`src/inc/sccu_pkg.sv`:
```
package sccu_pkg;

  // ==========================================================
  // Sizes
  localparam int SCCU_NCH = 16;
  localparam int SCCU_AW = 8;
  localparam int SCCU_TW = 16;
  localparam int SCCU_PRE_W = 4;
  localparam int SCCU_STAG_W = 3;

  // ==========================================================
  // Register byte offsets
  localparam logic [7:0] SCCU_CTRL = 8'h00;
  localparam logic [7:0] SCCU_TMR0 = 8'h04;
  localparam logic [7:0] SCCU_RLD0 = 8'h08;
  localparam logic [7:0] SCCU_TMR1 = 8'h0c;
  localparam logic [7:0] SCCU_RLD1 = 8'h10;
  localparam logic [7:0] SCCU_STAT = 8'h14;
  localparam logic [7:0] SCCU_MASK = 8'h18;
  localparam logic [7:0] SCCU_PINS = 8'h1c;
  localparam logic [7:0] SCCU_LAST_CORE = 8'h1f;
  localparam logic [1:0] SCCU_PAGE_VAL = 2'h1;
  localparam logic [1:0] SCCU_PAGE_CFG = 2'h2;

  // ==========================================================
  // Control register fields
  localparam int SCCU_CTRL_RUN0 = 0;
  localparam int SCCU_CTRL_RUN1 = 1;
  localparam int SCCU_CTRL_SEL0 = 2;
  localparam int SCCU_SEL_W = 3;
  localparam int SCCU_CTRL_STAG = 8;
  localparam int SCCU_CTRL_W = 9;
  localparam logic [SCCU_CTRL_W-1:0] SCCU_CTRL_RST = 9'h000;
  localparam logic [SCCU_TW-1:0] SCCU_RLD_RST = 16'h0000;
  localparam logic [SCCU_TW-1:0] SCCU_TMR_MAX = 16'hffff;

  // Count clock selection: codes up to SCCU_CLK_MAXDIV divide by 2**code
  localparam logic [2:0] SCCU_CLK_MAXDIV = 3'h4;
  localparam logic [2:0] SCCU_CLK_EXT_OVF = 3'h5;
  localparam logic [2:0] SCCU_CLK_EXT_IN = 3'h6;

  // ==========================================================
  // Status bits: one per channel, then the two timer overflows
  localparam int SCCU_ST_OVF0 = 16;
  localparam int SCCU_ST_W = 18;

  // ==========================================================
  // Channel configuration
  typedef enum logic [2:0] {
    SCCU_OFF,
    SCCU_CAP,
    SCCU_CMP0,
    SCCU_CMP1,
    SCCU_CMP2,
    SCCU_CMP3,
    SCCU_DBL
  } sccu_mode_t;

  typedef struct packed {
    logic single;
    logic tsel;
    logic [1:0] edge_sel;
    sccu_mode_t mode;
  } sccu_cfg_t;

  localparam int SCCU_CFG_W = 7;
  localparam int SCCU_EDGE_RISE = 0;
  localparam int SCCU_EDGE_FALL = 1;
  localparam int SCCU_PAIR = 8;

  // ==========================================================
  // Bus answers
  localparam logic [1:0] SCCU_OKAY = 2'h0;
  localparam logic [1:0] SCCU_SLVERR = 2'h2;

endpackage : sccu_pkg

```
`src/sccu_top.sv`:
```
`timescale 1ns/1ps

// Overview of operation
// - Sixteen channels, one-cycle resolution; staggered option services one channel in eight per cycle.
// - Two independent 16-bit timers, each with its own reload register.
// - Timer count clock: prescaled system clock, external overflow pulse, or external count input.
// - Every channel picks either timer and capture or compare function independently.
// - Each channel owns one pin: trigger input when capturing, output in compare modes 1 and 3 and in double register mode.
// - A capture edge on the pin copies the allocated timer into the channel register.
// - Each capture raises that channel's own interrupt request.
// - Capture edge per channel: rising, falling, or both.
// - Compare channels match their timer every cycle (one cycle in eight when staggered) and act per selected mode.
// - Mode 0: interrupt only, pin untouched, many matches per period.
// - Mode 1: pin inverts on every match, many per period.
// - Mode 2: interrupt only, at most one per timer period.
// - Mode 3: pin high on match, low on timer overflow, once per period.
// - Double register mode: two registers toggle one pin, either match toggles.
// - Single event option stops a channel after its first compare event.
module sccu_top (
  // Clock and reset
  input wire logic aclk,
  input wire logic aresetn,
  // AXI4-Lite write address
  input wire logic awvalid,
  output logic awready,
  input wire logic [sccu_pkg::SCCU_AW-1:0] awaddr,
  input wire logic [2:0] awprot,
  // AXI4-Lite write data
  input wire logic wvalid,
  output logic wready,
  input wire logic [31:0] wdata,
  input wire logic [3:0] wstrb,
  // AXI4-Lite write response
  output logic bvalid,
  input wire logic bready,
  output logic [1:0] bresp,
  // AXI4-Lite read address
  input wire logic arvalid,
  output logic arready,
  input wire logic [sccu_pkg::SCCU_AW-1:0] araddr,
  input wire logic [2:0] arprot,
  // AXI4-Lite read data
  output logic rvalid,
  input wire logic rready,
  output logic [31:0] rdata,
  output logic [1:0] rresp,
  // Channel pins
  input wire logic [sccu_pkg::SCCU_NCH-1:0] cc_pin_i,
  output logic [sccu_pkg::SCCU_NCH-1:0] cc_pin_o,
  output logic [sccu_pkg::SCCU_NCH-1:0] cc_pin_oe,
  // External count sources
  input wire logic ext_ovf_i,
  input wire logic [1:0] ext_cnt_i,
  // Interrupt
  output logic irq
);
  import sccu_pkg::*;

  // ==========================================================
  // Decode helpers
  function automatic logic is_val(input logic [SCCU_AW-1:0] a);
    return a[7:6] == SCCU_PAGE_VAL;
  endfunction : is_val

  function automatic logic is_cfg(input logic [SCCU_AW-1:0] a);
    return a[7:6] == SCCU_PAGE_CFG;
  endfunction : is_cfg

  function automatic logic map_ok(input logic [SCCU_AW-1:0] a);
    return (a <= SCCU_LAST_CORE) || is_val(a) || is_cfg(a);
  endfunction : map_ok

  function automatic logic [31:0] strb_merge(input logic [31:0] old, input logic [31:0] nw,
                                             input logic [3:0] s);
    logic [31:0] r;
    r = old;
    for (int b = 0; b < 4; b++) begin
      if (s[b]) begin
        r[8*b +: 8] = nw[8*b +: 8];
      end
    end
    return r;
  endfunction : strb_merge

  // ==========================================================
  // State
  logic aw_got_q;
  logic w_got_q;
  logic bvalid_q;
  logic [1:0] bresp_q;
  logic [SCCU_AW-1:0] waddr_q;
  logic [31:0] wdata_q;
  logic [3:0] wstrb_q;
  logic rvalid_q;
  logic [1:0] rresp_q;
  logic [31:0] rdata_q;
  logic [31:0] rd_d;
  logic rd_ok;

  logic [SCCU_CTRL_W-1:0] ctrl_q;
  logic [SCCU_TW-1:0] tmr_q [2];
  logic [SCCU_TW-1:0] rld_q [2];
  logic [SCCU_PRE_W-1:0] pre_q;
  logic [1:0] ecnt_prev_q;
  logic [SCCU_STAG_W-1:0] stag_q;
  logic [SCCU_ST_W-1:0] st_q;
  logic [SCCU_ST_W-1:0] mask_q;

  logic [SCCU_TW-1:0] val_q [SCCU_NCH];
  sccu_cfg_t cfg_q [SCCU_NCH];
  logic pin_q [SCCU_NCH];
  logic done_q [SCCU_NCH];
  logic prev_q [SCCU_NCH];

  logic [1:0] tick;
  logic [1:0] ovf;
  logic [SCCU_NCH-1:0] ch_ev;

  // ==========================================================
  // AXI4-Lite slave: address and data taken in either order
  wire wr_fire = aw_got_q && w_got_q && !bvalid_q;
  wire wr_ctrl = wr_fire && (waddr_q == SCCU_CTRL);
  wire wr_stat = wr_fire && (waddr_q == SCCU_STAT);
  wire wr_mask = wr_fire && (waddr_q == SCCU_MASK);
  wire [1:0] wr_tmr = {wr_fire && (waddr_q == SCCU_TMR1), wr_fire && (waddr_q == SCCU_TMR0)};
  wire [1:0] wr_rld = {wr_fire && (waddr_q == SCCU_RLD1), wr_fire && (waddr_q == SCCU_RLD0)};
  wire wr_val_pg = wr_fire && is_val(waddr_q);
  wire wr_cfg_pg = wr_fire && is_cfg(waddr_q);
  wire [3:0] widx = waddr_q[5:2];

  assign awready = !aw_got_q && !bvalid_q;
  assign wready = !w_got_q && !bvalid_q;
  assign bvalid = bvalid_q;
  assign bresp = bresp_q;
  assign arready = !rvalid_q;
  assign rvalid = rvalid_q;
  assign rdata = rdata_q;
  assign rresp = rresp_q;

  always_ff @(posedge aclk) begin
    if (!aresetn) begin
      aw_got_q <= 1'b0;
      w_got_q <= 1'b0;
      bvalid_q <= 1'b0;
      bresp_q <= SCCU_OKAY;
      waddr_q <= '0;
      wdata_q <= '0;
      wstrb_q <= '0;
    end else begin
      if (awvalid && awready) begin
        aw_got_q <= 1'b1;
        waddr_q <= awaddr;
      end
      if (wvalid && wready) begin
        w_got_q <= 1'b1;
        wdata_q <= wdata;
        wstrb_q <= wstrb;
      end
      if (wr_fire) begin
        aw_got_q <= 1'b0;
        w_got_q <= 1'b0;
        bvalid_q <= 1'b1;
        bresp_q <= map_ok(waddr_q) ? SCCU_OKAY : SCCU_SLVERR;
      end else if (bvalid_q && bready) begin
        bvalid_q <= 1'b0;
      end
    end
  end

  // Read data is registered at the address handshake
  always_comb begin
    rd_d = '0;
    rd_ok = 1'b1;
    if (is_val(araddr)) begin
      rd_d = {16'h0000, val_q[araddr[5:2]]};
    end else if (is_cfg(araddr)) begin
      rd_d = {25'h0000000, cfg_q[araddr[5:2]]};
    end else begin
      case (araddr)
        SCCU_CTRL: rd_d = {23'h000000, ctrl_q};
        SCCU_TMR0: rd_d = {16'h0000, tmr_q[0]};
        SCCU_RLD0: rd_d = {16'h0000, rld_q[0]};
        SCCU_TMR1: rd_d = {16'h0000, tmr_q[1]};
        SCCU_RLD1: rd_d = {16'h0000, rld_q[1]};
        SCCU_STAT: rd_d = {14'h0000, st_q};
        SCCU_MASK: rd_d = {14'h0000, mask_q};
        SCCU_PINS: rd_d = {cc_pin_i, cc_pin_o};
        default: rd_ok = 1'b0;
      endcase
    end
  end

  always_ff @(posedge aclk) begin
    if (!aresetn) begin
      rvalid_q <= 1'b0;
      rresp_q <= SCCU_OKAY;
      rdata_q <= '0;
    end else if (arvalid && arready) begin
      rvalid_q <= 1'b1;
      rresp_q <= rd_ok ? SCCU_OKAY : SCCU_SLVERR;
      rdata_q <= rd_d;
    end else if (rvalid_q && rready) begin
      rvalid_q <= 1'b0;
    end
  end

  // ==========================================================
  // Control, prescaler, stagger slot
  wire [31:0] wm_ctrl = strb_merge({23'h000000, ctrl_q}, wdata_q, wstrb_q);

  always_ff @(posedge aclk) begin
    if (!aresetn) begin
      ctrl_q <= SCCU_CTRL_RST;
      pre_q <= '0;
      stag_q <= '0;
      ecnt_prev_q <= '0;
    end else begin
      if (wr_ctrl) begin
        ctrl_q <= wm_ctrl[SCCU_CTRL_W-1:0];
      end
      pre_q <= pre_q + 1'b1;
      stag_q <= stag_q + 1'b1;
      ecnt_prev_q <= ext_cnt_i;
    end
  end

  // ==========================================================
  // Timers
  for (genvar t = 0; t < 2; t++) begin : g_tmr
    wire [2:0] sel = ctrl_q[SCCU_CTRL_SEL0 + t*SCCU_SEL_W +: SCCU_SEL_W];
    wire run = ctrl_q[SCCU_CTRL_RUN0 + t];
    wire [SCCU_PRE_W-1:0] pmask = SCCU_PRE_W'((5'h01 << sel) - 5'h01);
    wire div_tick = (pre_q & pmask) == pmask;
    wire ext_edge = ext_cnt_i[t] && !ecnt_prev_q[t];
    wire [31:0] wm_tmr = strb_merge({16'h0000, tmr_q[t]}, wdata_q, wstrb_q);
    wire [31:0] wm_rld = strb_merge({16'h0000, rld_q[t]}, wdata_q, wstrb_q);

    assign tick[t] = run && ((sel <= SCCU_CLK_MAXDIV) ? div_tick :
                             (sel == SCCU_CLK_EXT_OVF) ? ext_ovf_i :
                             (sel == SCCU_CLK_EXT_IN) ? ext_edge : 1'b0);
    assign ovf[t] = tick[t] && (tmr_q[t] == SCCU_TMR_MAX);

    always_ff @(posedge aclk) begin
      if (!aresetn) begin
        tmr_q[t] <= '0;
        rld_q[t] <= SCCU_RLD_RST;
      end else begin
        if (wr_tmr[t]) begin
          tmr_q[t] <= wm_tmr[SCCU_TW-1:0];
        end else if (ovf[t]) begin
          tmr_q[t] <= rld_q[t];
        end else if (tick[t]) begin
          tmr_q[t] <= tmr_q[t] + 1'b1;
        end
        if (wr_rld[t]) begin
          rld_q[t] <= wm_rld[SCCU_TW-1:0];
        end
      end
    end
  end

  // ==========================================================
  // Channels
  for (genvar i = 0; i < SCCU_NCH; i++) begin : g_ch
    wire sccu_mode_t mode = cfg_q[i].mode;
    wire [SCCU_TW-1:0] tv = cfg_q[i].tsel ? tmr_q[1] : tmr_q[0];
    wire tovf = cfg_q[i].tsel ? ovf[1] : ovf[0];
    wire slot = !ctrl_q[SCCU_CTRL_STAG] || (stag_q == SCCU_STAG_W'(i));
    wire is_cmp = mode inside {SCCU_CMP0, SCCU_CMP1, SCCU_CMP2, SCCU_CMP3, SCCU_DBL};
    wire once = mode inside {SCCU_CMP2, SCCU_CMP3};
    wire m_own = val_q[i] == tv;
    wire m_pair = (mode == SCCU_DBL) && (val_q[i ^ SCCU_PAIR] == tv);
    wire hit = slot && is_cmp && !done_q[i] && (m_own || m_pair);
    wire rise = cc_pin_i[i] && !prev_q[i];
    wire fall = !cc_pin_i[i] && prev_q[i];
    wire cap = (mode == SCCU_CAP) &&
               ((cfg_q[i].edge_sel[SCCU_EDGE_RISE] && rise) || (cfg_q[i].edge_sel[SCCU_EDGE_FALL] && fall));
    wire [31:0] wm_val = strb_merge({16'h0000, val_q[i]}, wdata_q, wstrb_q);
    wire [31:0] wm_cfg = strb_merge({25'h0000000, cfg_q[i]}, wdata_q, wstrb_q);

    // Every compare event and capture is an interrupt request
    assign ch_ev[i] = hit || cap;
    assign cc_pin_o[i] = pin_q[i];
    assign cc_pin_oe[i] = mode inside {SCCU_CMP1, SCCU_CMP3, SCCU_DBL};

    always_ff @(posedge aclk) begin
      if (!aresetn) begin
        val_q[i] <= '0;
        cfg_q[i] <= '0;
        pin_q[i] <= 1'b0;
        done_q[i] <= 1'b0;
        prev_q[i] <= 1'b0;
      end else begin
        prev_q[i] <= cc_pin_i[i];
        // Capture beats a software write to the same value word
        if (cap) begin
          val_q[i] <= tv;
        end else if (wr_val_pg && widx == 4'(i)) begin
          val_q[i] <= wm_val[SCCU_TW-1:0];
        end
        if (wr_cfg_pg && widx == 4'(i)) begin
          cfg_q[i] <= sccu_cfg_t'(wm_cfg[SCCU_CFG_W-1:0]);
        end else if (hit && cfg_q[i].single) begin
          cfg_q[i].mode <= SCCU_OFF;
        end
        if (wr_cfg_pg && widx == 4'(i)) begin
          done_q[i] <= 1'b0;
        end else if (hit && once) begin
          done_q[i] <= 1'b1;
        end else if (tovf) begin
          done_q[i] <= 1'b0;
        end
        if (hit && (mode == SCCU_CMP1 || mode == SCCU_DBL)) begin
          pin_q[i] <= !pin_q[i];
        end else if (hit && mode == SCCU_CMP3) begin
          pin_q[i] <= 1'b1;
        end else if (tovf && mode == SCCU_CMP3) begin
          pin_q[i] <= 1'b0;
        end
      end
    end
  end

  // ==========================================================
  // Interrupt status: a new event wins over a write-one clear
  wire [SCCU_ST_W-1:0] st_set = {ovf, ch_ev};
  wire [31:0] wm_clr = strb_merge(32'h00000000, wdata_q, wstrb_q);
  wire [SCCU_ST_W-1:0] st_clr = wr_stat ? wm_clr[SCCU_ST_W-1:0] : '0;
  wire [31:0] wm_mask = strb_merge({14'h0000, mask_q}, wdata_q, wstrb_q);

  always_ff @(posedge aclk) begin
    if (!aresetn) begin
      st_q <= '0;
      mask_q <= '0;
    end else begin
      st_q <= (st_q & ~st_clr) | st_set;
      if (wr_mask) begin
        mask_q <= wm_mask[SCCU_ST_W-1:0];
      end
    end
  end

  assign irq = |(st_q & mask_q);

endmodule : sccu_top

```
`config.mk`:
```
export PLATFORM = sky130hd
export DESIGN_NAME = sccu_top
export DESIGN_NICKNAME = d
export VERILOG_FILES = /design/src/inc/sccu_pkg.sv /design/src/sccu_top.sv
export SDC_FILE = /design/constraint.sdc
export NUM_CORES = 2
export LEC_CHECK = 0
export BUFFER_PORTS_ARGS = -buffer_cell sky130_fd_sc_hd__clkbuf_2
export CAP_MARGIN = 40
export CORE_ASPECT_RATIO = 1.4
export CORE_MARGIN = 5
export CORE_UTILIZATION = 68
export DETAILED_ROUTE_END_ITERATION = 10
export PLACE_DENSITY = 0.83
export SYNTH_ARGS = -nofsm -noshare
export SYNTH_HDL_FRONTEND = slang
export SYNTH_SLANG_ARGS = --single-unit
export TNS_END_PERCENT = 50
```
`constraint.sdc`:
```
create_clock -name aclk -period 7.5 [get_ports aclk]
set_input_delay 0.75 -clock aclk [delete_from_list [all_inputs] [get_ports aclk]]
set_output_delay 0.75 -clock aclk [all_outputs]
set_load 0.01 [all_outputs]
```
==> reports/qor.csv <==
metric,value,unit
fin_cells,4845,
ff2ff_path_depth,8,
grt_pass1_vias,34400,
portBuffers,134,
numClockSinks,601,
swShare,0.293,
grt_setup_unrepaired,false,
ios,158,
viasPerCell,7.55,
rows,105,
design_area,43800,sq um
drive_gt1_frac,0.140,
finalSetupTns,0,ps
clkTransAtPathRegs,70,ps
pwr-share-comb,0.151,
met1_length,51600,um
critPathLaunchType,flip-flop,
synth_cell_type_count,83,
antenna_left,0,
cts-root-buf,clkbuf_16,
p_int,5.99,mW
fin_crit,4210,ps
cts_resized,0,
wirelength,171000,um
avgSynthCellArea,10.0,sq um
synth_edf_count,462,
r2r-start,tmr_q[0][6]$_DFFE_PP_,
power.switching,2.48,mW
yosysTopAreaCell,edfxtp_1,
run_status,completed,
ys_seq_area_frac,0.411,
p_leak,15.6,nW
holdWs,274,ps
grt.total_usage,0.515,
highest_layer,met5,
maxCapViolCount,0,
drv_slew,0,
synth_ff_type,edfxtp_1,
fin_nets,4137,
syn_to_final_growth,8.10,%
cts_buffers,60,
cts.path.max_buffers,3,
gp_congestion,1.15,
yosys-top-cells-area,"edfxtp_1 34%, xnor2_1 10%, mux4_2 7.2%, mux2i_1 6.9%, dfxtp_1 6.9%",
min_path_type,in -> reg,
async_flop_share,0,
regToRegSetupSlack,3290,ps
finalSetupViolCount,0,
synth_top_cell_area_share,0.343,
initialDrtViolationCount,7264,
dp_cells,4721,
initial_core_util,0.688,
crit_required,7840,ps
vias,36600,
worstSkewPairLatency,670,ps
slew_headroom,0.318,
drc,0,
cp_data_arrival_time,4550,ps
crit_path_start,tmr_q[0][6]$_DFFE_PP_,
die_area,64600,sq um
routedWlPerCell,35.4,um
dp_hpwl,121000,um
grt_pass1_wl,240000,um
wl_met3,28400,um
skew,23.3,ps
coreArea,58900,sq um
seqPwrFrac,0.464,
synth_warnings,0,
die_w,216,um
ir_worst_vdd,0.240,mV
post_cts_buffers,0,
cts_tree,built,
r2r-end,cfg_q[5][2]$_SDFFCE_PP0P_,
worstSetupEndpoint,cfg_q[5][2]$_SDFFCE_PP0P_,
dr.pass1.iters,9,
path_max_fanout,13,
crit_path_end_kind,flip-flop,
synth_seq_cells,601,
dieHeight,299,um
antenna_found_initial,8,
worst_slew_pin_slew,1020,ps
syn_inst,4047,
path_class,reg -> reg,
synth_area,40500,sq um
clock.fmax,237,MHz
power_frac_clock,0.384,
wl_met2,70200,um
yosysMostFrequentCell,nand2_1,
overflow,0,
place_area,41600,sq um
finalHoldViolCount,0,
synth_common_cells,"545 x nand2_1, 464 x xnor2_1, 462 x edfxtp_1, 341 x o21ai_0, 281 x mux2i_1",
period_share,0.562,
h-tree-depth,2,
postCtsHoldBufs,0,
power_density,194,nW/um^2
fin_util,0.744,
grt_max_degree,76,
-- how the worst min path moves through the flow --
stage / startpoint / endpoint / cells after the start
floorplan: stag_q[0]$_SDFF_PN0_ / stag_q[0]$_SDFF_PN0_ / 1
global placement: stag_q[0]$_SDFF_PN0_ / stag_q[0]$_SDFF_PN0_ / 1
detailed placement: rdata[1]$_SDFFE_PN0P_ / rdata[1]$_SDFFE_PN0P_ / 1
CTS: rready / rvalid$_SDFFE_PN0P_ / 2
global route: rready / rvalid$_SDFFE_PN0P_ / 2
finish: rready / rvalid$_SDFFE_PN0P_ / 2
-- metal layers --
layer / global-route usage / vias up
met3: 0.194 / 1135
met5: 0 / -
li1: - / 14700
met4: 0.452 / 4
met2: 0.739 / 3725
met1: 0.602 / 17000
-- per-stage QoR --
stage	power, mW	worst slack, ps
detailed placement	5.18	3440
finish	8.47	3290
floorplan	4.68	4750
global placement	5.15	3470
CTS	8.34	3600
global route	8.60	3370
-- kinds of logic after synthesis --
logic type | Yosys count | share of synthesized area
other | 1 | 0.0000926
adder cells (fa/ha/maj) | 15 | 0.00464
flip-flops | 601 | 0.411
buffers and inverters | 366 | 0.0424
AO/OA/AOI/OAI | 706 | 0.106
XOR/XNOR | 561 | 0.121
AND/OR/NAND/NOR | 1367 | 0.167
multiplexers | 430 | 0.147
-- placed cells by master, fill, tap and decap left out, drive strengths merged, types with 101 or more instances in the layout --
cell | synthesis | final
a21oi | 101 | 101
and2 | 115 | 115
buf | 140 | 132
clkbuf | 198 | 214
dfxtp | 139 | 139
edfxtp | 462 | 462
mux2i | 285 | 285
mux4 | 130 | 130
nand2 | 545 | 545
nor2 | 172 | 172
nor4 | 111 | 111
o21ai | 351 | 351
xnor2 | 464 | 464
-- state kept, by name (all words and copies together), names as in the netlist, 2 cells and up --
register,cells
cfg_q,112
ctrl_q,9
done_q,16
ecnt_prev_q,2
mask_q,18
pin_q,16
pre_q,4
prev_q,16
rdata,32
rld_q,32
st_q,18
stag_q,3
tmr_q,32
val_q,256
waddr_q,8
wdata_q,18
wstrb_q,3
-- power groups by stage --
stage          registers [mW]  logic [mW]  clock network [mW]
4_1_cts                  3.91        1.21                3.22
6_report                 3.93        1.28                3.26
2_1_floorplan            3.86       0.816                   0
3_3_place_gp             3.98        1.17                   0
3_5_place_dp             3.98        1.20                   0
5_1_grt                  3.92        1.31                3.37
-- final cells by class --
type	instances	area (sq um)
tap	749	937
multi-input combinational	3081	22200
clock inverter	30	327
inverter	28	108
timing repair buffer	266	1770
antenna	10	25.0
clock buffer	80	1760
sequential	601	16700
fill	4295	15100
-- critical path, stage by stage, from the launching register on --
cell and delay [ps]:
edfxtp_1 930, buf_4 370, mux2i_1 190, xnor2_1 190, nor4_1 520, nand4_1 170
o41ai_2 740, nand3_1 370, o21bai_1 380
(Power assumes the default switching activity.)
